## config.mk

```make
export PLATFORM = sky130hd
export DESIGN_NAME = htt_dev_end_flat
export DESIGN_NICKNAME = d
export VERILOG_FILES = /design/src/pkg/htt_pkg.sv /design/src/pkg/htt_link_if.sv /design/src/hdl/htt_dev_end.sv /design/src/flat_wrapper.sv
export SDC_FILE = /design/constraint.sdc
export NUM_CORES = 1
export LEC_CHECK = 0
export ABC_AREA = 1
export BUFFER_PORTS_ARGS = -buffer_cell sky130_fd_sc_hd__buf_2
export CELL_PAD_IN_SITES_DETAIL_PLACEMENT = 1
export CELL_PAD_IN_SITES_GLOBAL_PLACEMENT = 1
export CORE_MARGIN = 2
export CORE_UTILIZATION = 45
export DETAILED_ROUTE_END_ITERATION = 12
export GPL_TIMING_DRIVEN = 0
export PLACE_DENSITY = 0.81
export SLEW_MARGIN = 10
export SYNTH_ARGS = -nofsm -noshare
export SYNTH_HDL_FRONTEND = slang
export SYNTH_SLANG_ARGS = --single-unit
```

## constraint.sdc

```tcl
create_clock -name core_clk -period 3.33 [get_ports core_clk]
set_input_delay 0.333 -clock core_clk [delete_from_list [all_inputs] [get_ports core_clk]]
set_output_delay 0.333 -clock core_clk [all_outputs]
set_load 0.1 [all_outputs]
```

## src/pkg/htt_pkg.sv

```systemverilog
// package: constants, types and helpers of the host-port trailer logic
`default_nettype none
package htt_pkg;
   // trailer byte fields
   localparam int TAG_FLAG_BIT = 7;
   localparam int TAG_LOOKUP_BIT = 6;
   localparam int TAG_OVERRIDE_BIT = 5;
   localparam int TAG_PRIO_LSB = 3;
   localparam int PTP_MODE_BIT = 6;
   localparam logic [2:0] ALL_PORTS = 3'h7;
   localparam logic [2:0] ONE_PORT = 3'h1;
   localparam logic [4:0] RESERVED_ZERO = 5'h00;
   localparam logic [1:0] PRIO_ZERO = 2'h0;
   localparam logic [31:0] TS_ZERO = 32'h00000000;
   // tail lengths in bytes: fcs, tag+fcs, timestamp+tag+fcs
   localparam logic [3:0] TAIL_FCS = 4'h4;
   localparam logic [3:0] TAIL_TAG = 4'h5;
   localparam logic [3:0] TAIL_TS = 4'h9;
   localparam logic [3:0] NO_TAIL = 4'h0;
   localparam logic [3:0] TAG_LEN = 4'h1;
   localparam logic [3:0] TS_TAG_LEN = 4'h5;
   // positions in the hold line, index 0 is the newest byte
   localparam int LINE_MAX = 10;
   localparam int TAG_IDX = 4;
   localparam int TS_IDX = 5;
   localparam logic [4:0] LINK_GAP = 5'h10;
   localparam logic [4:0] CNT_ONE = 5'h01;
   localparam logic [4:0] CNT_ZERO = 5'h00;
   // frame check sequence, reflected form
   localparam logic [31:0] CRC_POLY = 32'hEDB88320;
   localparam logic [31:0] CRC_INIT = 32'hFFFFFFFF;
   localparam logic [31:0] CRC_RESIDUE = 32'hDEBB20E3;
   // frame classifier
   localparam int POS_W = 14;
   localparam logic [13:0] POS_ONE = 14'h0001;
   localparam logic [13:0] ETYPE_POS = 14'h000D;
   localparam logic [13:0] VLAN_LEN = 14'h0004;
   localparam logic [13:0] SNAP_LEN = 14'h0008;
   localparam logic [13:0] V4_VER_OFF = 14'h0000;
   localparam logic [13:0] V4_PROTO_OFF = 14'h0009;
   localparam logic [13:0] V6_NH_OFF = 14'h0006;
   localparam logic [13:0] V6_HDR_LEN = 14'h0028;
   localparam logic [13:0] HOP_END = 14'h0030;
   localparam logic [15:0] ET_VLAN = 16'h8100;
   localparam logic [15:0] ET_IPV4 = 16'h0800;
   localparam logic [15:0] ET_IPV6 = 16'h86DD;
   localparam logic [15:0] ET_MAX_LEN = 16'h0600;
   localparam logic [3:0] IPV4_VER = 4'h4;
   localparam logic [7:0] IGMP_PROTO = 8'h02;
   localparam logic [7:0] NH_HOP = 8'h00;
   localparam logic [7:0] NH_ICMPV6 = 8'h3A;
   localparam logic [7:0] MLD_QUERY = 8'h82;
   localparam logic [7:0] MLD_REPORT = 8'h83;
   localparam logic [7:0] MLD_DONE = 8'h84;
   localparam logic [7:0] MLD_REPORT2 = 8'h8F;

   typedef enum logic [1:0] {TX_DATA, TX_TAIL, TX_FCS, TX_GAP}
      htt_tx_state_type;

   typedef struct packed {
      htt_tx_state_type st;
      logic [4:0] cnt;
      logic [31:0] crc;
      logic [39:0] tail;
      logic [7:0] data;
      logic valid;
      logic last;
   } htt_tx_type;

   typedef struct packed {
      logic [LINE_MAX-1:0][7:0] line;
      logic [3:0] fill;
      logic [4:0] cnt;
      logic [31:0] crc;
      logic [31:0] ocrc;
      logic [7:0] data;
      logic valid;
      logic last;
   } htt_rx_type;

   function automatic logic [31:0] htt_crc_next(input logic [31:0] c,
      input logic [7:0] d);
      logic [31:0] r;
      r = c ^ {24'h000000, d};
      for (int i = 0; i < 8; i++) begin
         r = r[0] ? ((r >> 1) ^ CRC_POLY) : (r >> 1);
      end
      return r;
   endfunction

   function automatic logic htt_is_mld(input logic [7:0] t);
      return t == MLD_QUERY || t == MLD_REPORT || t == MLD_DONE ||
         t == MLD_REPORT2;
   endfunction

   function automatic logic [31:0] htt_ts_pack(input logic [1:0] sec,
      input logic [29:0] ns);
      return {sec, ns}; // see (RULE16)
   endfunction

   // sender: payload, then tail bytes msb first, then fcs, then a gap
   function automatic htt_tx_type htt_tx_step(input htt_tx_type s,
      input logic take, input logic [7:0] d, input logic last,
      input logic [39:0] tail, input logic [3:0] tail_len);
      htt_tx_type n;
      n = s;
      n.valid = 1'b0;
      n.last = 1'b0;
      case (s.st)
         TX_DATA: begin
            if (take) begin
               n.valid = 1'b1;
               n.data = d;
               n.crc = htt_crc_next(s.crc, d);
               if (last) begin
                  n.tail = tail;
                  n.cnt = {1'b0, tail_len};
                  n.st = (tail_len == NO_TAIL) ? TX_FCS : TX_TAIL;
                  if (tail_len == NO_TAIL) begin
                     n.cnt = {1'b0, TAIL_FCS};
                  end
               end
            end
         end
         TX_TAIL: begin
            n.valid = 1'b1;
            n.data = s.tail[39:32];
            n.tail = {s.tail[31:0], 8'h00};
            n.crc = htt_crc_next(s.crc, s.tail[39:32]);
            n.cnt = s.cnt - CNT_ONE;
            if (s.cnt == CNT_ONE) begin
               n.st = TX_FCS;
               n.cnt = {1'b0, TAIL_FCS};
            end
         end
         TX_FCS: begin
            // fcs goes out low byte first; ones shift in so the
            // register is back at its seed after the fourth byte
            n.valid = 1'b1;
            n.data = ~s.crc[7:0]; // see (RULE1) (RULE22)
            n.crc = {8'hFF, s.crc[31:8]};
            n.cnt = s.cnt - CNT_ONE;
            if (s.cnt == CNT_ONE) begin
               n.last = 1'b1;
               n.st = TX_GAP;
               n.cnt = LINK_GAP;
            end
         end
         TX_GAP: begin
            n.cnt = s.cnt - CNT_ONE;
            if (s.cnt == CNT_ONE) begin
               n.st = TX_DATA;
            end
         end
         default: begin
            n.st = TX_DATA;
         end
      endcase
      return n;
   endfunction

   // receiver: hold the newest bytes, release the oldest when full
   function automatic htt_rx_type htt_rx_take(input htt_rx_type s,
      input logic [7:0] d, input logic [3:0] depth);
      htt_rx_type n;
      n = s;
      n.last = 1'b0;
      n.valid = s.fill == depth;
      n.data = s.line[depth - 4'h1];
      if (n.valid) begin
         n.ocrc = htt_crc_next(s.ocrc, n.data);
      end else begin
         n.fill = s.fill + 4'h1;
      end
      n.line = {s.line[LINE_MAX-2:0], d};
      n.crc = htt_crc_next(s.crc, d);
      return n;
   endfunction

   function automatic htt_rx_type htt_rx_flush(input htt_rx_type s,
      input logic [3:0] depth);
      htt_rx_type n;
      n = s;
      n.valid = 1'b1;
      n.data = s.line[depth - 4'h1];
      n.ocrc = htt_crc_next(s.ocrc, n.data);
      n.line = {s.line[LINE_MAX-2:0], 8'h00};
      n.cnt = s.cnt - CNT_ONE;
      n.last = s.cnt == CNT_ONE;
      return n;
   endfunction
endpackage
`default_nettype wire

```

## src/pkg/htt_link_if.sv

```systemverilog
// interface: byte link between the switch host port and the host mac
`default_nettype none
interface htt_link_if;
   // switch to host
   logic [7:0] d2h_data;
   logic d2h_valid;
   logic d2h_last;
   // host to switch
   logic [7:0] h2d_data;
   logic h2d_valid;
   logic h2d_last;

   modport dev_end (output d2h_data, d2h_valid, d2h_last,
      input h2d_data, h2d_valid, h2d_last);
   modport host_end (input d2h_data, d2h_valid, d2h_last,
      output h2d_data, h2d_valid, h2d_last);
endinterface
`default_nettype wire

```

## src/hdl/htt_dev_end.sv

```systemverilog
// switch end of the host-port trailer logic
// Contract
// (RULE1) trailer byte sits right before the fcs
// (RULE2) frames to host get one ingress-port trailer
// (RULE3) bits 1:0 give ingress port, 6:2 reserved
// (RULE4) bit 7 set only when timestamp precedes
// (RULE5) host reads bit 7 to find timestamp
// (RULE6) host appends one trailer to every frame
// (RULE7) switch strips host trailer before egress
// (RULE8) lookup bit 6 makes bits 5:0 ignored
// (RULE9) bits 2:0 select ports 3, 2, 1
// (RULE10) bits 4:3 select egress priority queue
// (RULE11) bit 5 overrides spanning tree blocking
// (RULE12) trailers only on the single host port
// (RULE13) tagging off after reset; enable picks host
// (RULE14) software enables trailer on one port only
// (RULE15) precision-time mode adds 4-byte timestamp
// (RULE16) timestamp: 2 bits seconds, 30 nanoseconds
// (RULE17) host sends timestamp field in every frame
// (RULE18) host copies delay timestamp, else zeros
// (RULE19) igmp over ipv4 trapped to host only
// (RULE20) mld frames trapped to host only
// (RULE21) blocked ports send no normal frames
// (RULE22) fcs recomputed after insert or strip
`default_nettype none
module htt_dev_end
   import htt_pkg::*;
(
   // clock and reset
   input wire logic core_clk,
   input wire logic rst_n,
   // link to the host mac
   htt_link_if.dev_end lnk,
   // configuration
   input wire logic [2:0] trailer_enable,
   input wire logic [1:0] link_port,
   input wire logic [7:0] precision_time_cfg1,
   input wire logic [2:0] port_tx_enable,
   // frames bound for the host
   input wire logic [7:0] ing_data,
   input wire logic ing_valid,
   input wire logic ing_last,
   output logic ing_ready,
   input wire logic [1:0] ing_port,
   input wire logic ing_ptp,
   input wire logic [1:0] ing_ts_sec,
   input wire logic [29:0] ing_ts_ns,
   input wire logic [2:0] ing_lookup_mask,
   output logic ing_trap,
   output logic [2:0] ing_fwd_mask,
   // frames from the host
   input wire logic [2:0] egr_lookup_mask,
   output logic [7:0] egr_data,
   output logic egr_valid,
   output logic egr_last,
   output logic [2:0] egr_mask,
   output logic [1:0] egr_prio,
   output logic egr_lookup,
   output logic egr_override,
   output logic [31:0] egr_ts,
   output logic egr_fcs_err
);
   localparam logic [3:0] DEV_DEPTH = TAIL_TS;

   typedef struct packed {
      logic tag_on;
      logic ptp_on;
      logic [2:0] host_mask;
      htt_tx_type tx;
      logic [POS_W-1:0] pos;
      logic [POS_W-1:0] tpos;
      logic [POS_W-1:0] ip_base;
      logic [7:0] prev;
      logic [7:0] nh;
      logic v4;
      logic v6;
      logic snap;
      logic hop;
      logic trap;
      logic ing_trap;
      logic [2:0] ing_fwd_mask;
      htt_rx_type rx;
      logic [2:0] egr_mask;
      logic [1:0] egr_prio;
      logic egr_lookup;
      logic egr_override;
      logic [31:0] egr_ts;
      logic egr_fcs_err;
   } htt_dev_state_type;

   htt_dev_state_type r;
   htt_dev_state_type next_r;

   assign ing_ready = r.tx.st == TX_DATA;

   always_comb begin
      logic take;
      logic ts_flag;
      logic lookup;
      logic [7:0] tag;
      logic [15:0] etype;
      logic [POS_W-1:0] rel;
      logic [3:0] strip;
      take = ing_valid && ing_ready;
      lookup = 1'b0;
      etype = {r.prev, ing_data};
      rel = r.pos - r.ip_base;
      next_r = r;
      // a lone enable matching the link port makes it the host port
      next_r.tag_on = trailer_enable == (ONE_PORT << link_port); // see (RULE12) (RULE14)
      next_r.host_mask = ONE_PORT << link_port;
      next_r.ptp_on = precision_time_cfg1[PTP_MODE_BIT];

      // switch to host: payload, [timestamp], trailer, new fcs
      ts_flag = r.tag_on && r.ptp_on && ing_ptp; // see (RULE4) (RULE15)
      tag = {ts_flag, RESERVED_ZERO, ing_port}; // see (RULE2) (RULE3)
      next_r.tx = htt_tx_step(r.tx, take, ing_data, ing_last,
         ts_flag ? {htt_ts_pack(ing_ts_sec, ing_ts_ns), tag} // see (RULE16)
                 : {tag, TS_ZERO},
         !r.tag_on ? NO_TAIL : (ts_flag ? TS_TAG_LEN : TAG_LEN)); // see (RULE1)

      // trap classifier on the same byte stream
      if (take) begin
         next_r.pos = r.pos + POS_ONE;
         next_r.prev = ing_data;
         if (r.pos == r.tpos) begin
            if (etype == ET_VLAN) begin
               next_r.tpos = r.tpos + VLAN_LEN;
            end else if (etype == ET_IPV4) begin
               next_r.v4 = 1'b1;
               next_r.ip_base = r.pos + POS_ONE;
            end else if (etype == ET_IPV6) begin
               next_r.v6 = 1'b1;
               next_r.ip_base = r.pos + POS_ONE;
            end else if (etype < ET_MAX_LEN) begin
               next_r.snap = 1'b1;
               next_r.ip_base = r.pos + POS_ONE + SNAP_LEN;
            end
         end
         if (r.snap && r.pos == r.ip_base - POS_ONE && etype == ET_IPV4) begin
            next_r.v4 = 1'b1;
         end
         if (r.v4 && rel == V4_VER_OFF && ing_data[7:4] != IPV4_VER) begin
            next_r.v4 = 1'b0;
         end
         if (r.v4 && rel == V4_PROTO_OFF && ing_data == IGMP_PROTO) begin
            next_r.trap = 1'b1; // see (RULE19)
         end
         if (r.v6 && rel == V6_NH_OFF) begin
            next_r.nh = ing_data;
         end
         if (r.v6 && rel == V6_HDR_LEN) begin
            if (r.nh == NH_ICMPV6 && htt_is_mld(ing_data)) begin
               next_r.trap = 1'b1; // see (RULE20)
            end
            if (r.nh == NH_HOP) begin
               next_r.hop = 1'b1;
               next_r.nh = ing_data;
            end
         end
         if (r.hop && rel == HOP_END && r.nh == NH_ICMPV6 &&
            htt_is_mld(ing_data)) begin
            next_r.trap = 1'b1; // see (RULE20)
         end
         if (ing_last) begin
            // a trap found on the final byte still counts
            next_r.ing_trap = next_r.trap;
            // trapped frames go to the host port alone, or to no port while tagging is off
            next_r.ing_fwd_mask = next_r.trap
               ? (r.tag_on ? r.host_mask : 3'h0)
               : ing_lookup_mask; // see (RULE19)
            next_r.pos = '0;
            next_r.tpos = ETYPE_POS;
            next_r.v4 = 1'b0;
            next_r.v6 = 1'b0;
            next_r.snap = 1'b0;
            next_r.hop = 1'b0;
            next_r.trap = 1'b0;
         end
      end

      // host to switch: strip tail, then send payload with new fcs
      strip = !r.tag_on ? TAIL_FCS : (r.ptp_on ? TAIL_TS : TAIL_TAG);
      next_r.rx.valid = 1'b0;
      next_r.rx.last = 1'b0;
      if (lnk.h2d_valid) begin
         next_r.rx = htt_rx_take(r.rx, lnk.h2d_data, DEV_DEPTH); // see (RULE7)
         if (lnk.h2d_last) begin
            tag = next_r.rx.line[TAG_IDX];
            lookup = !r.tag_on || tag[TAG_LOOKUP_BIT]; // see (RULE8)
            next_r.egr_fcs_err = next_r.rx.crc != CRC_RESIDUE;
            next_r.rx.crc = CRC_INIT;
            next_r.rx.fill = 4'h0;
            next_r.rx.cnt = {1'b0, DEV_DEPTH - strip} + {1'b0, TAIL_FCS};
            next_r.egr_lookup = lookup;
            next_r.egr_override = !lookup && tag[TAG_OVERRIDE_BIT];
            next_r.egr_prio = lookup ? PRIO_ZERO
               : tag[TAG_PRIO_LSB +: 2]; // see (RULE10)
            if (lookup) begin
               next_r.egr_mask = egr_lookup_mask & port_tx_enable; // see (RULE21)
            end else begin
               // see (RULE9) (RULE11) (RULE21)
               next_r.egr_mask = tag[2:0] &
                  (tag[TAG_OVERRIDE_BIT] ? ALL_PORTS : port_tx_enable);
            end
            next_r.egr_ts = (r.tag_on && r.ptp_on)
               ? {next_r.rx.line[TS_IDX+3], next_r.rx.line[TS_IDX+2],
                  next_r.rx.line[TS_IDX+1], next_r.rx.line[TS_IDX]}
               : TS_ZERO; // see (RULE15)
         end
      end else if (r.rx.cnt > {1'b0, TAIL_FCS}) begin
         next_r.rx = htt_rx_flush(r.rx, DEV_DEPTH);
         next_r.rx.last = 1'b0;
      end else if (r.rx.cnt != CNT_ZERO) begin
         // fresh fcs over the stripped frame, seed restored after
         next_r.rx.valid = 1'b1;
         next_r.rx.data = ~r.rx.ocrc[7:0]; // see (RULE22)
         next_r.rx.ocrc = {8'hFF, r.rx.ocrc[31:8]};
         next_r.rx.cnt = r.rx.cnt - CNT_ONE;
         next_r.rx.last = r.rx.cnt == CNT_ONE;
      end
   end

   always_ff @(posedge core_clk) begin
      if (!rst_n) begin
         r <= '0; // see (RULE13)
         r.tpos <= ETYPE_POS;
         r.tx.crc <= CRC_INIT;
         r.rx.crc <= CRC_INIT;
         r.rx.ocrc <= CRC_INIT;
      end else begin
         r <= next_r;
      end
   end

   assign lnk.d2h_data = r.tx.data;
   assign lnk.d2h_valid = r.tx.valid;
   assign lnk.d2h_last = r.tx.last;
   assign ing_trap = r.ing_trap;
   assign ing_fwd_mask = r.ing_fwd_mask;
   assign egr_data = r.rx.data;
   assign egr_valid = r.rx.valid;
   assign egr_last = r.rx.last;
   assign egr_mask = r.egr_mask;
   assign egr_prio = r.egr_prio;
   assign egr_lookup = r.egr_lookup;
   assign egr_override = r.egr_override;
   assign egr_ts = r.egr_ts;
   assign egr_fcs_err = r.egr_fcs_err;
endmodule // htt_dev_end
`default_nettype wire

```

## src/flat_wrapper.sv

```systemverilog
// flat-port wrapper written by rule: the top's interface ports become plain ports
module htt_dev_end_flat import htt_pkg::*;
  (core_clk, rst_n, trailer_enable, link_port, precision_time_cfg1, port_tx_enable, ing_data, ing_valid, ing_last, ing_ready, ing_port, ing_ptp, ing_ts_sec, ing_ts_ns, ing_lookup_mask, ing_trap, ing_fwd_mask, egr_lookup_mask, egr_data, egr_valid, egr_last, egr_mask, egr_prio, egr_lookup, egr_override, egr_ts, egr_fcs_err, lnk_d2h_data, lnk_d2h_valid, lnk_d2h_last, lnk_h2d_data, lnk_h2d_valid, lnk_h2d_last);
  htt_link_if lnk_i ();
  input wire logic core_clk;
  input wire logic rst_n;
  input wire logic [2:0] trailer_enable;
  input wire logic [1:0] link_port;
  input wire logic [7:0] precision_time_cfg1;
  input wire logic [2:0] port_tx_enable;
  input wire logic [7:0] ing_data;
  input wire logic ing_valid;
  input wire logic ing_last;
  output logic ing_ready;
  input wire logic [1:0] ing_port;
  input wire logic ing_ptp;
  input wire logic [1:0] ing_ts_sec;
  input wire logic [29:0] ing_ts_ns;
  input wire logic [2:0] ing_lookup_mask;
  output logic ing_trap;
  output logic [2:0] ing_fwd_mask;
  input wire logic [2:0] egr_lookup_mask;
  output logic [7:0] egr_data;
  output logic egr_valid;
  output logic egr_last;
  output logic [2:0] egr_mask;
  output logic [1:0] egr_prio;
  output logic egr_lookup;
  output logic egr_override;
  output logic [31:0] egr_ts;
  output logic egr_fcs_err;
  output wire logic [$bits(lnk_i.d2h_data)-1:0] lnk_d2h_data;
  output wire logic [$bits(lnk_i.d2h_valid)-1:0] lnk_d2h_valid;
  output wire logic [$bits(lnk_i.d2h_last)-1:0] lnk_d2h_last;
  input wire logic [$bits(lnk_i.h2d_data)-1:0] lnk_h2d_data;
  input wire logic [$bits(lnk_i.h2d_valid)-1:0] lnk_h2d_valid;
  input wire logic [$bits(lnk_i.h2d_last)-1:0] lnk_h2d_last;
  assign lnk_d2h_data = lnk_i.d2h_data;
  assign lnk_d2h_valid = lnk_i.d2h_valid;
  assign lnk_d2h_last = lnk_i.d2h_last;
  assign lnk_i.h2d_data = lnk_h2d_data;
  assign lnk_i.h2d_valid = lnk_h2d_valid;
  assign lnk_i.h2d_last = lnk_h2d_last;
  htt_dev_end u_core (.core_clk(core_clk), .rst_n(rst_n), .lnk(lnk_i), .trailer_enable(trailer_enable), .link_port(link_port), .precision_time_cfg1(precision_time_cfg1), .port_tx_enable(port_tx_enable), .ing_data(ing_data), .ing_valid(ing_valid), .ing_last(ing_last), .ing_ready(ing_ready), .ing_port(ing_port), .ing_ptp(ing_ptp), .ing_ts_sec(ing_ts_sec), .ing_ts_ns(ing_ts_ns), .ing_lookup_mask(ing_lookup_mask), .ing_trap(ing_trap), .ing_fwd_mask(ing_fwd_mask), .egr_lookup_mask(egr_lookup_mask), .egr_data(egr_data), .egr_valid(egr_valid), .egr_last(egr_last), .egr_mask(egr_mask), .egr_prio(egr_prio), .egr_lookup(egr_lookup), .egr_override(egr_override), .egr_ts(egr_ts), .egr_fcs_err(egr_fcs_err));
endmodule
```

==> results of run 1 <==
[placed cells by master (no fill, tap or decap), types with 31 or more instances in the layout]
cell type,count
o211ai_1,33
clkbuf_1,99
buf_2,148
a31oi_1,31
clkbuf_16,42
inv_1,280
nand3_1,134
o21ai_0,217
nand2_1,665
buf_4,59
xor2_1,198
o22ai_1,43
nand4_1,31
dfxtp_1,349
xnor2_1,82
a21oi_1,189
nor2_1,239
[per-layer routing]
layer  wire length [um]  vias up  global-route usage, %
li1                   -     9696                      -
met1              32100     9945                   39.6
met2              34400      629                   51.3
met3               4420      159                   4.63
met4               2880        2                   13.1
met5                 13        -                      0
[cell usage after synthesis (2+ instances only)]
library cell,n,area (um2)
a211oi_1,6,45.0
xnor2_1,82,718
ha_1,29,363
and2_1,2,12.5
nand2_1,665,2500
clkinv_1,3,11.3
o221ai_1,6,52.6
inv_2,5,18.8
a21oi_1,189,946
o21a_1,3,22.5
nand3_2,3,30.0
nand2_4,6,67.6
o32ai_1,7,61.3
nor3_2,2,20.0
xor2_2,6,97.6
buf_1,15,56.3
nor3_1,29,145
a22oi_1,19,143
nand3_1,135,676
clkbuf_2,2,10.0
o2111ai_1,2,17.5
buf_2,13,65.1
xnor2_4,2,55.1
inv_1,280,1050
nor2_2,6,37.5
o211a_1,2,20.0
buf_4,59,443
nand4_1,31,194
o21ai_1,8,40.0
xnor2_2,7,114
nor2_1,239,897
o21ai_0,217,1090
o22ai_1,43,269
dfxtp_1,350,7010
clkbuf_1,95,357
nand3b_1,5,37.5
xor2_4,4,110
o211ai_1,33,248
a31oi_1,31,194
a221oi_1,7,61.3
xor2_1,198,1730
nand2_2,13,81.3
or2_2,8,50.1
nor4_1,5,31.3
[report_power, final]
part | switching (mW) | internal [mW] | leakage (nW)
combinational | 6.68 | 3.20 | 6.73
sequential | 0.571 | 4.83 | 2.87
clock | 1.94 | 2.87 | 0.702
total | 9.20 | 10.9 | 10.3
[metrics by stage]
stage          std cells  worst slack [ns]  instance area, um2  utilization, %
3_5_place_dp        3615             0.214               21800            49.0
6_report            3694             0.180               23300            52.4
2_1_floorplan       2888             0.552               20300               -
4_1_cts             3694             0.180               23200            52.3
5_1_grt             3694            0.0446               23300            52.4
3_3_place_gp        3615             0.299               21800            49.0
[worst max-delay path, cell delays in order (launching register included)]
cell      delay [ns]
dfxtp_1         0.33
inv_1           0.11
ha_1            0.32
nand2_1         0.39
nor2_2          0.56
clkinv_1        0.48
buf_2           0.35
o21ai_0         0.38
nand2_1         0.10
nand2_1         0.07
[layout make-up]
type | instances | area [um2]
tap | 592 | 741
fill | 5833 | 21200
sequential | 350 | 7010
clock buffer | 54 | 1180
clock inverter | 16 | 231
timing repair buffer | 144 | 766
inverter | 289 | 1090
buffer | 186 | 956
multi-input combinational | 2063 | 11300
[flip-flops by register name, indices dropped and copies added, names as in the netlist]
name / count
u_core.ing_fwd_mask: 3
u_core.egr_fcs_err: 1
u_core.egr_data: 8
u_core.lnk.d2h_last: 1
u_core.egr_mask: 3
u_core.egr_lookup: 1
u_core.ing_trap: 1
u_core.egr_valid: 1
u_core.r: 286
u_core.lnk.d2h_valid: 1
u_core.egr_prio: 2
u_core.egr_ts: 32
u_core.egr_override: 1
u_core.egr_last: 1
u_core.lnk.d2h_data: 8
[cell families (layout without fill, tap and decap cells)]
group / count (synthesis) / after routing / synth area share, %
and+or+nand+nor: 1154 / 1154 / 23.7
AOI/OAI and AO/OA: 580 / 580 / 16.0
buffers and inverters: 475 / 689 / 10.0
DFF: 350 / 350 / 34.5
xor gates and xnor gates: 299 / 299 / 13.9
adders and majority gates: 30 / 30 / 1.88
[final timing paths]
path	start	endpoint	slack [ns]
worst max register to register	u_core.r[357]	u_core.r[327]	0.18
worst min-delay path	ing_ts_ns[21]	u_core.r[309]	0.03
worst max-delay path	u_core.r[357]	u_core.r[327]	0.18
worst min register to register	u_core.ing_fwd_mask[2]	u_core.ing_fwd_mask[2]	0.45
[what timing repair did]
action,4_1_cts,5_1_grt
resized for setup,0,3
endpoints found under the setup margin,0,13
endpoints found under the hold margin,9,0
buffers inserted,0,0
hold buffers,9,0
==> impl_metrics.json, run 1 <==
{
  "first_pass_iters": 5,
  "power_mw": 20.1,
  "first_iter_violations": 1385,
  "antenna_cells": 0,
  "setup_violations": 0,
  "synth-seq-area-share_pct": 34.5,
  "num-nets-final": 3184,
  "drc": 0,
  "start_kind": "flop",
  "peakVddDrop_mv": 0.631,
  "io_buffer_count": 135,
  "max_freq_mhz": 317,
  "path_clk_slew_ns": 0.06,
  "fin_setup_tns_ns": 0,
  "drive_above_1_share_pct": 11.1,
  "routed_wl_mm": 73.8,
  "hold_depth": 3,
  "ys_ff_latch": 350,
  "powerDensity_nw_per_um2": 864,
  "worst_pin_slew_ns": 0.943,
  "status": "finished, final reports clean",
  "p_leak_nw": 10.3,
  "synth-edff-count": 0,
  "grt_pass1_vias": 20900,
  "arrival_ns": 3.67,
  "grt_use_total_pct": 30.8,
  "synthFlopType": "dfxtp_1",
  "antenna_left": 0,
  "core-area_um2": 44400,
  "fin_crit_ns": 3.15,
  "cts_tree": "built",
  "wl_per_cell_um": 20.0,
  "cts_made_buffers": 41,
  "post-dp-hpwl_mm": 54.7,
  "cp_max_fo": 10,
  "areaGrowthSynthToFinish_pct": 14.4,
  "die_area_um2": 46900,
  "final_hold_viol_count": 0,
  "crit_type": "flop to flop",
  "rsz0062_at_grt": "false",
  "end_kind": "flop",
  "place_congestion": 0.922,
  "syn-num-nets": 2997,
  "synth_area_um2": 20300,
  "cp.required_ns": 3.85,
  "die_y_um": 217,
  "rr_worst_depth": 9,
  "avgViaCountPerCell": 5.53,
  "antenna_found_initial": 2,
  "finClkSkew_ns": 0.0316,
  "hold_class": "primary input to flop",
  "cts-root-buf": "clkbuf_16",
  "yosysWarnings": 0,
  "rows": 77,
  "synth_cells": 2888,
  "grt_max_degree": 13,
  "cap_viol_max_count": 0,
  "cts_sinks": 350,
  "worstSkewPairLatency_ns": 0.59,
  "start_util_pct": 45.8,
  "async_flop_share_pct": 0,
  "synth_cell_types": 60,
  "ios": 144,
  "overflow": 0,
  "slew_violations": 0,
  "grt_pass1_wl_mm": 114,
  "cts_buffer_depth": 3,
  "syn_avg_cell_area_um2": 7.04,
  "die_width_um": 217,
  "whs_ns": 0.0254,
  "slew_headroom_pct": 37.1,
  "vias": 20400,
  "period_share_pct": 94.6,
  "cts_max_level": 2
}
(Power assumes the default switching activity.)
==> run 2: changes to the inputs <==
--- a/config.mk
+++ b/config.mk
@@ -9,10 +9,8 @@
 export BUFFER_PORTS_ARGS = -buffer_cell sky130_fd_sc_hd__buf_2
 export CELL_PAD_IN_SITES_DETAIL_PLACEMENT = 1
 export CELL_PAD_IN_SITES_GLOBAL_PLACEMENT = 1
-export CORE_MARGIN = 2
 export CORE_UTILIZATION = 45
 export DETAILED_ROUTE_END_ITERATION = 12
-export GPL_TIMING_DRIVEN = 0
 export PLACE_DENSITY = 0.81
 export SLEW_MARGIN = 10
 export SYNTH_ARGS = -nofsm -noshare
==> constraint.sdc (replaced) <==
create_clock -name core_clk -period 3.6 [get_ports core_clk]
set_input_delay 0.36 -clock core_clk [delete_from_list [all_inputs] [get_ports core_clk]]
set_output_delay 0.36 -clock core_clk [all_outputs]
set_load 0.1 [all_outputs]
==> run 2 against run 1 <==
Net effect: worst setup slack better by 0.40 ns; count of clock-buffer cells in the layout stayed put; wire length decreased by 12%; critical path depth is 8 higher; hold slack gained 0.0070 ns; die area is 1.8% lower; cell area shrank 3.3%; power shrank 10%; clock skew decreased by 0.0072 ns; first-iteration DRC count is 11% lower; sequential share of layout area grew 1.0 points.
==> impl_metrics.json, run 2 (synthesis gave the netlist of run 1 again) <==
{
  "status": "finished, final reports clean",
  "fin_crit_ns": 3.02,
  "die_y_um": 215,
  "antenna_left": 0,
  "core-area_um2": 44400,
  "crit_type": "flop to flop",
  "start_kind": "flop",
  "io_buffer_count": 136,
  "final_cell_mix": "nand2_1 (665), dfxtp_1 (350), inv_1 (278)",
  "finClkSkew_ns": 0.0245,
  "num-nets-final": 3027,
  "wl_met3_mm": 3.20,
  "cts_made_buffers": 42,
  "place_area_um2": 21100,
  "die_area_um2": 46000,
  "cts-root-buf": "clkbuf_16",
  "period_share_pct": 83.9,
  "max_freq_mhz": 331,
  "start_util_pct": 45.8,
  "worstSkewPairLatency_ns": 0.59,
  "slew_violations": 0,
  "wl_per_cell_um": 18.3,
  "largest_reg_flops": 286,
  "cp_cell_sequence": "inv_1, ha_1, fa_1, inv_1, nand3_1, nand2_1, nand2_1, nand2_1, nand2_1, nor2_1, nand2_1, nor2_1, nand4_1, nand3_1, nand2_1, nand3_1, nand2_1",
  "cts_setup_buffers": 0,
  "met2WireLength_mm": 30.9,
  "cap_viol_max_count": 0,
  "cts_resized": 0,
  "grt_pass1_wl_mm": 105,
  "avgViaCountPerCell": 5.52,
  "first_pass_iters": 5,
  "layout.cells.non_filler": 3540,
  "num-fill-cells": 5746,
  "first_iter_violations": 1232,
  "route.top_layer_used": "met5",
  "worst_pin_slew_ns": 1.20,
  "path_common_cell": "nand2_1",
  "cts_buffer_depth": 3,
  "drc": 0,
  "antenna_found_initial": 3,
  "rsz0062_at_grt": "false",
  "dpl.cell_count": 3463,
  "cts_tree": "built",
  "hold_class": "primary input to flop",
  "ctsHoldBuffers": 3,
  "met1_length_mm": 28.7,
  "critPathSlowestCell": "dfxtp_1",
  "grt_pass1_vias": 20100,
  "areaGrowthSynthToFinish_pct": 10.6,
  "final_common_cell": "nand2_1",
  "fin_setup_tns_ns": 0,
  "cts_max_level": 2,
  "path_clk_slew_ns": 0.06,
  "arrival_ns": 3.49,
  "setup_violations": 0,
  "power_mw": 18.0,
  "top_register": "u_core.r",
  "p_leak_nw": 9.91,
  "ios": 144,
  "utilization_pct": 50.6,
  "overflow": 0,
  "grt_use_total_pct": 27.9,
  "routed_wl_mm": 64.9,
  "powerDensity_nw_per_um2": 802,
  "end_kind": "flop",
  "slew_headroom_pct": 19.5,
  "rows": 77,
  "peakVddDrop_mv": 0.648,
  "die_width_um": 215,
  "vias": 19500,
  "finalInstanceArea_um2": 22500,
  "drive_above_1_share_pct": 10.3,
  "grt_max_degree": 115,
  "cp_max_fo": 6,
  "final_hold_viol_count": 0,
  "cp.required_ns": 4.07,
  "crit_path_max_incr_delay_ns": 0.44,
  "cts_sinks": 350,
  "post-dp-hpwl_mm": 45.7,
  "place_congestion": 0.868
}
[run 2: changes by cell type in the layout (fill, tap and decap cells not counted), sizes merged]
cell         before  now
clkbuf          152   54
buf             223  169
inv             286  287
clkinv           14   18
bufinv            5    3
dlygate4sd3       9    3
diode             0    1
[run 2: metrics by stage]
stage	setup slack (ns)	hold slack, ns
6_report	0.579	0.0325
5_1_grt	0.271	0.0408
3_3_place_gp	0.639	0.437
3_5_place_dp	0.591	0.455
2_1_floorplan	0.822	0.425
4_1_cts	0.581	0.00513
[run 2: critical path: cells and delay by family (launching register included)]
family / cells / cell delay (ns)
simple gates: 13 / 1.59
fa+ha+maj: 2 / 0.65
flops: 1 / 0.44
buf+inv: 2 / 0.23
[run 2: power breakdown]
part / internal [mW] / total (mW) / leakage (nW) / switching (mW)
clock: 2.50 / 4.28 / 0.688 / 1.78
sequential: 4.47 / 4.96 / 2.87 / 0.492
combinational: 2.91 / 8.79 / 6.35 / 5.88
total: 9.88 / 18.0 / 9.91 / 8.16
[run 2: routing by layer]
layer  global-route usage (%)  vias to the layer above
met5                        0                        -
met4                     10.5                        4
met3                     3.94                      140
met2                     47.5                      488
met1                     35.5                     9510
li1                         -                     9399
[run 2: path summary, 6_finish.rpt]
| path | start | endpoint | slack [ns] | cells past startpoint |
|---|---|---|---|---|
| max | u_core.r[256] | u_core.ing_fwd_mask[1] | 0.58 | 17 |
| max reg2reg | u_core.r[256] | u_core.ing_fwd_mask[1] | 0.58 | 17 |
| min | ing_ts_ns[2] | u_core.r[290] | 0.03 | 3 |
| min reg2reg | u_core.egr_data[5] | u_core.egr_data[5] | 0.47 | 2 |
[run 2: area by class of cell]
class	instances	area, um2	area share, %
Multi-Input combinational cell	2063	11300	50.2
Sequential cell	350	7010	31.2
Clock buffer	54	1160	5.14
Inverter	289	1090	4.84
Timing Repair Buffer	172	977	4.35
Tap cell	592	741	3.29
Clock inverter	19	215	0.957
Antenna cell	1	2.50	0.0111
==> run 3: changes to the inputs <==
--- a/config.mk
+++ b/config.mk
@@ -5,11 +5,11 @@
 export SDC_FILE = /design/constraint.sdc
 export NUM_CORES = 1
 export LEC_CHECK = 0
-export ABC_AREA = 1
+export ABC_AREA = 0
 export BUFFER_PORTS_ARGS = -buffer_cell sky130_fd_sc_hd__buf_2
 export CELL_PAD_IN_SITES_DETAIL_PLACEMENT = 1
 export CELL_PAD_IN_SITES_GLOBAL_PLACEMENT = 1
-export CORE_UTILIZATION = 45
+export CORE_UTILIZATION = 46
 export DETAILED_ROUTE_END_ITERATION = 12
 export PLACE_DENSITY = 0.81
 export SLEW_MARGIN = 10
==> constraint.sdc (replaced) <==
create_clock -name core_clk -period 2.9 [get_ports core_clk]
set_input_delay 0.29 -clock core_clk [delete_from_list [all_inputs] [get_ports core_clk]]
set_output_delay 0.29 -clock core_clk [all_outputs]
set_load 0.1 [all_outputs]
==> run 3 against run 2 <==
Net effect: cell count fell by 14%; highest routed layer unchanged; utilization rose by 4.3 points; worst setup slack got worse by 0.50 ns; register-to-register slack got worse by 0.50 ns; critical endpoint is now u_core.r[217]; first-iteration DRC count fell by 1.4%; combinational power rose by 16%.
==> impl_metrics.json, run 3 <==
{
  "status": "finished, final reports clean",
  "start_kind": "flop",
  "switchingPower_mw": 9.04,
  "synth_area_leaders": "dfxtp_1 (37%), xnor2_1 (8.5%), nand2_1 (6.4%)",
  "core-area_um2": 40900,
  "synth_top_area_share_pct": 36.6,
  "synthFlopType": "dfxtp_1",
  "overflow": 0,
  "synth.most_common_cell": "dfxtp_1",
  "cts_sinks": 350,
  "syn_avg_cell_area_um2": 8.13,
  "cap_viol_max_count": 0,
  "num-fill-cells": 4917,
  "synth_area_um2": 19100,
  "final_cell_mix": "dfxtp_1 (347), nand2_1 (328), nor2_1 (232)",
  "final_common_cell": "dfxtp_1",
  "max_freq_mhz": 355,
  "antenna_left": 0,
  "routed_wl_mm": 63.6,
  "syn-num-nets": 2464,
  "vias": 18000,
  "powerDensity_nw_per_um2": 954,
  "rows": 74,
  "dpl.cell_count": 2929,
  "p_sw_share_pct": 42.1,
  "arrival_ns": 3.32,
  "first_iter_violations": 1215,
  "synth_cells": 2355,
  "slew_headroom_pct": 17.6,
  "die_y_um": 206,
  "grt_use_total_pct": 29.8,
  "slew_violations": 0,
  "final_hold_viol_count": 0,
  "synth-edff-count": 0,
  "drive_above_1_share_pct": 16.4,
  "cts_made_buffers": 40,
  "utilization_pct": 55.0,
  "cts-root-buf": "clkbuf_16",
  "power_frac_seq_pct": 27.6,
  "hold_class": "primary input to flop",
  "yosysWarnings": 0,
  "async_flop_share_pct": 0,
  "place_ws_ns": -0.158,
  "end_kind": "flop",
  "setup_violations": 0,
  "rsz0062_at_grt": "true",
  "path_clk_slew_ns": 0.06,
  "power_mw": 21.5,
  "first_pass_iters": 8,
  "cts_tree": "built",
  "worst_pin_slew_ns": 1.24,
  "ys_ff_latch": 350,
  "wl_per_cell_um": 20.9,
  "grt_pass1_vias": 18600,
  "grt_max_degree": 131,
  "cp.required_ns": 3.40,
  "fin_crit_ns": 2.82,
  "largest_reg_flops": 286,
  "io_buffer_count": 136,
  "ys_top_cells_by_count": "dfxtp_1 (350), nand2_1 (328), nor2_1 (233)",
  "crit_type": "flop to flop",
  "fin_setup_tns_ns": 0,
  "final.setup.worst_slack_ns": 0.0813,
  "worstSkewPairLatency_ns": 0.59,
  "cp_max_fo": 8,
  "avgViaCountPerCell": 5.89,
  "cts_buffer_depth": 3,
  "post-dp-hpwl_mm": 42.6,
  "areaGrowthSynthToFinish_pct": 17.6,
  "synth-seq-area-share_pct": 36.6,
  "pwr-share-clk_pct": 24.9,
  "antenna_found_initial": 5,
  "drc": 0,
  "num-nets-final": 2592,
  "synth_cell_types": 80,
  "period_share_pct": 97.2,
  "die_area_um2": 42400,
  "grt_pass1_wl_mm": 101,
  "die_width_um": 206,
  "ios": 144,
  "synth_top_area_cell": "dfxtp_1",
  "comb_power_share_pct": 47.5,
  "p_int_mw": 12.4,
  "place_congestion": 0.940,
  "peakVddDrop_mv": 0.561,
  "top_register": "u_core.r",
  "p_leak_nw": 8.69,
  "cts_max_level": 2,
  "finClkSkew_ns": 0.0176,
  "layout.cells.non_filler": 3050,
  "start_util_pct": 46.8
}
-- run 3: cell types whose count changed in the layout (fill, tap and decap cells not counted), moves of 22 or more --
cell           change
xnor2_1          +100
a222oi_1          +25
inv_1            -232
a221oi_1          +22
a22o_1            +30
nand2_1          -337
xor2_1           -104
nand3_1           -99
a22oi_1           +23
o21ai_0          -104
dlygate4sd3_1     +34
buf_4             +90
-- run 3: power groups by stage --
stage | registers (mW) | logic [mW] | clock network (mW)
final | 5.93 | 10.2 | 5.33
after global routing | 5.98 | 11.0 | 5.61
after floorplan | 5.89 | 7.32 | 0
after CTS | 5.90 | 10.0 | 5.39
after detailed placement | 5.99 | 9.88 | 0
after global placement | 5.95 | 9.52 | 0
-- run 3: cell families (layout without fill, tap and decap cells) --
| kind of cell | Yosys count | in the layout | share of synthesized area [%] |
|---|---|---|---|
| multiplexers | 20 | 20 | 1.05 |
| other | 0 | 5 | 0 |
| buffers and inverters | 262 | 420 | 6.32 |
| AND/OR/NAND/NOR | 786 | 786 | 18.4 |
| flip-flops | 350 | 350 | 36.6 |
| AO/OA/AOI/OAI | 606 | 606 | 20.6 |
| adder cells (fa/ha/maj) | 30 | 30 | 2.00 |
| XOR/XNOR | 301 | 301 | 15.0 |
-- run 3: layout make-up --
class                   instances  area (um2)  area share (%)
clock buffers                  55        1140            5.06
well taps                     532         666            2.96
flip-flops and latches        350        7010            31.2
inverters                      48         185           0.823
clock inverters                17         226            1.01
diodes                          5        12.5          0.0556
multi-input cells            1743       11200            49.7
repair buffers                300        2070            9.22
-- run 3: metal layers --
layer  share of wire, %  up-vias  global-route usage [%]
met5              0.020        -                       0
met4                3.0        2                    10.6
met3                4.4      123                    4.40
met2                 50      419                    52.4
met1                 43     8953                    36.7
li1                   -     8462                       -
-- run 3: critical path: stages, from the launching register on --
cell and delay (ns):
dfxtp_2 0.35, inv_2 0.06, ha_4 0.16, fa_2 0.37, buf_6 0.14, xor2_2 0.16, nand3_1 0.10, or4b_4 0.59
nor3_2 0.12, and3_4 0.21, o21a_1 0.18, buf_12 0.14, mux2i_1 0.19
-- run 3: repair_timing --
item,CTS,global route
hold endpoints to repair,38,0
hold buffers,37,0
endpoints found under the setup margin,13,16
gates cloned,0,0
buffers inserted,1,6
resized for setup,13,30
pin swaps,8,14
-- run 3: stage by stage --
step	hold WS [ns]	cell area [um2]
floorplan	0.366	19200
global placement	0.443	20500
detailed placement	0.448	20500
CTS	0.0151	22300
global route	0.0313	22500
finish	0.000379	22500
-- run 3: worst paths after layout --
kind,start,to,slack [ns],cells past startpoint
setup / recovery,u_core.r[256],u_core.r[217],0.08,12
hold / removal,ing_ts_ns[3],u_core.r[291],0.0004,3
hold reg to reg,u_core.r[136],u_core.r[136],0.45,2
setup reg to reg,u_core.r[256],u_core.r[217],0.08,12
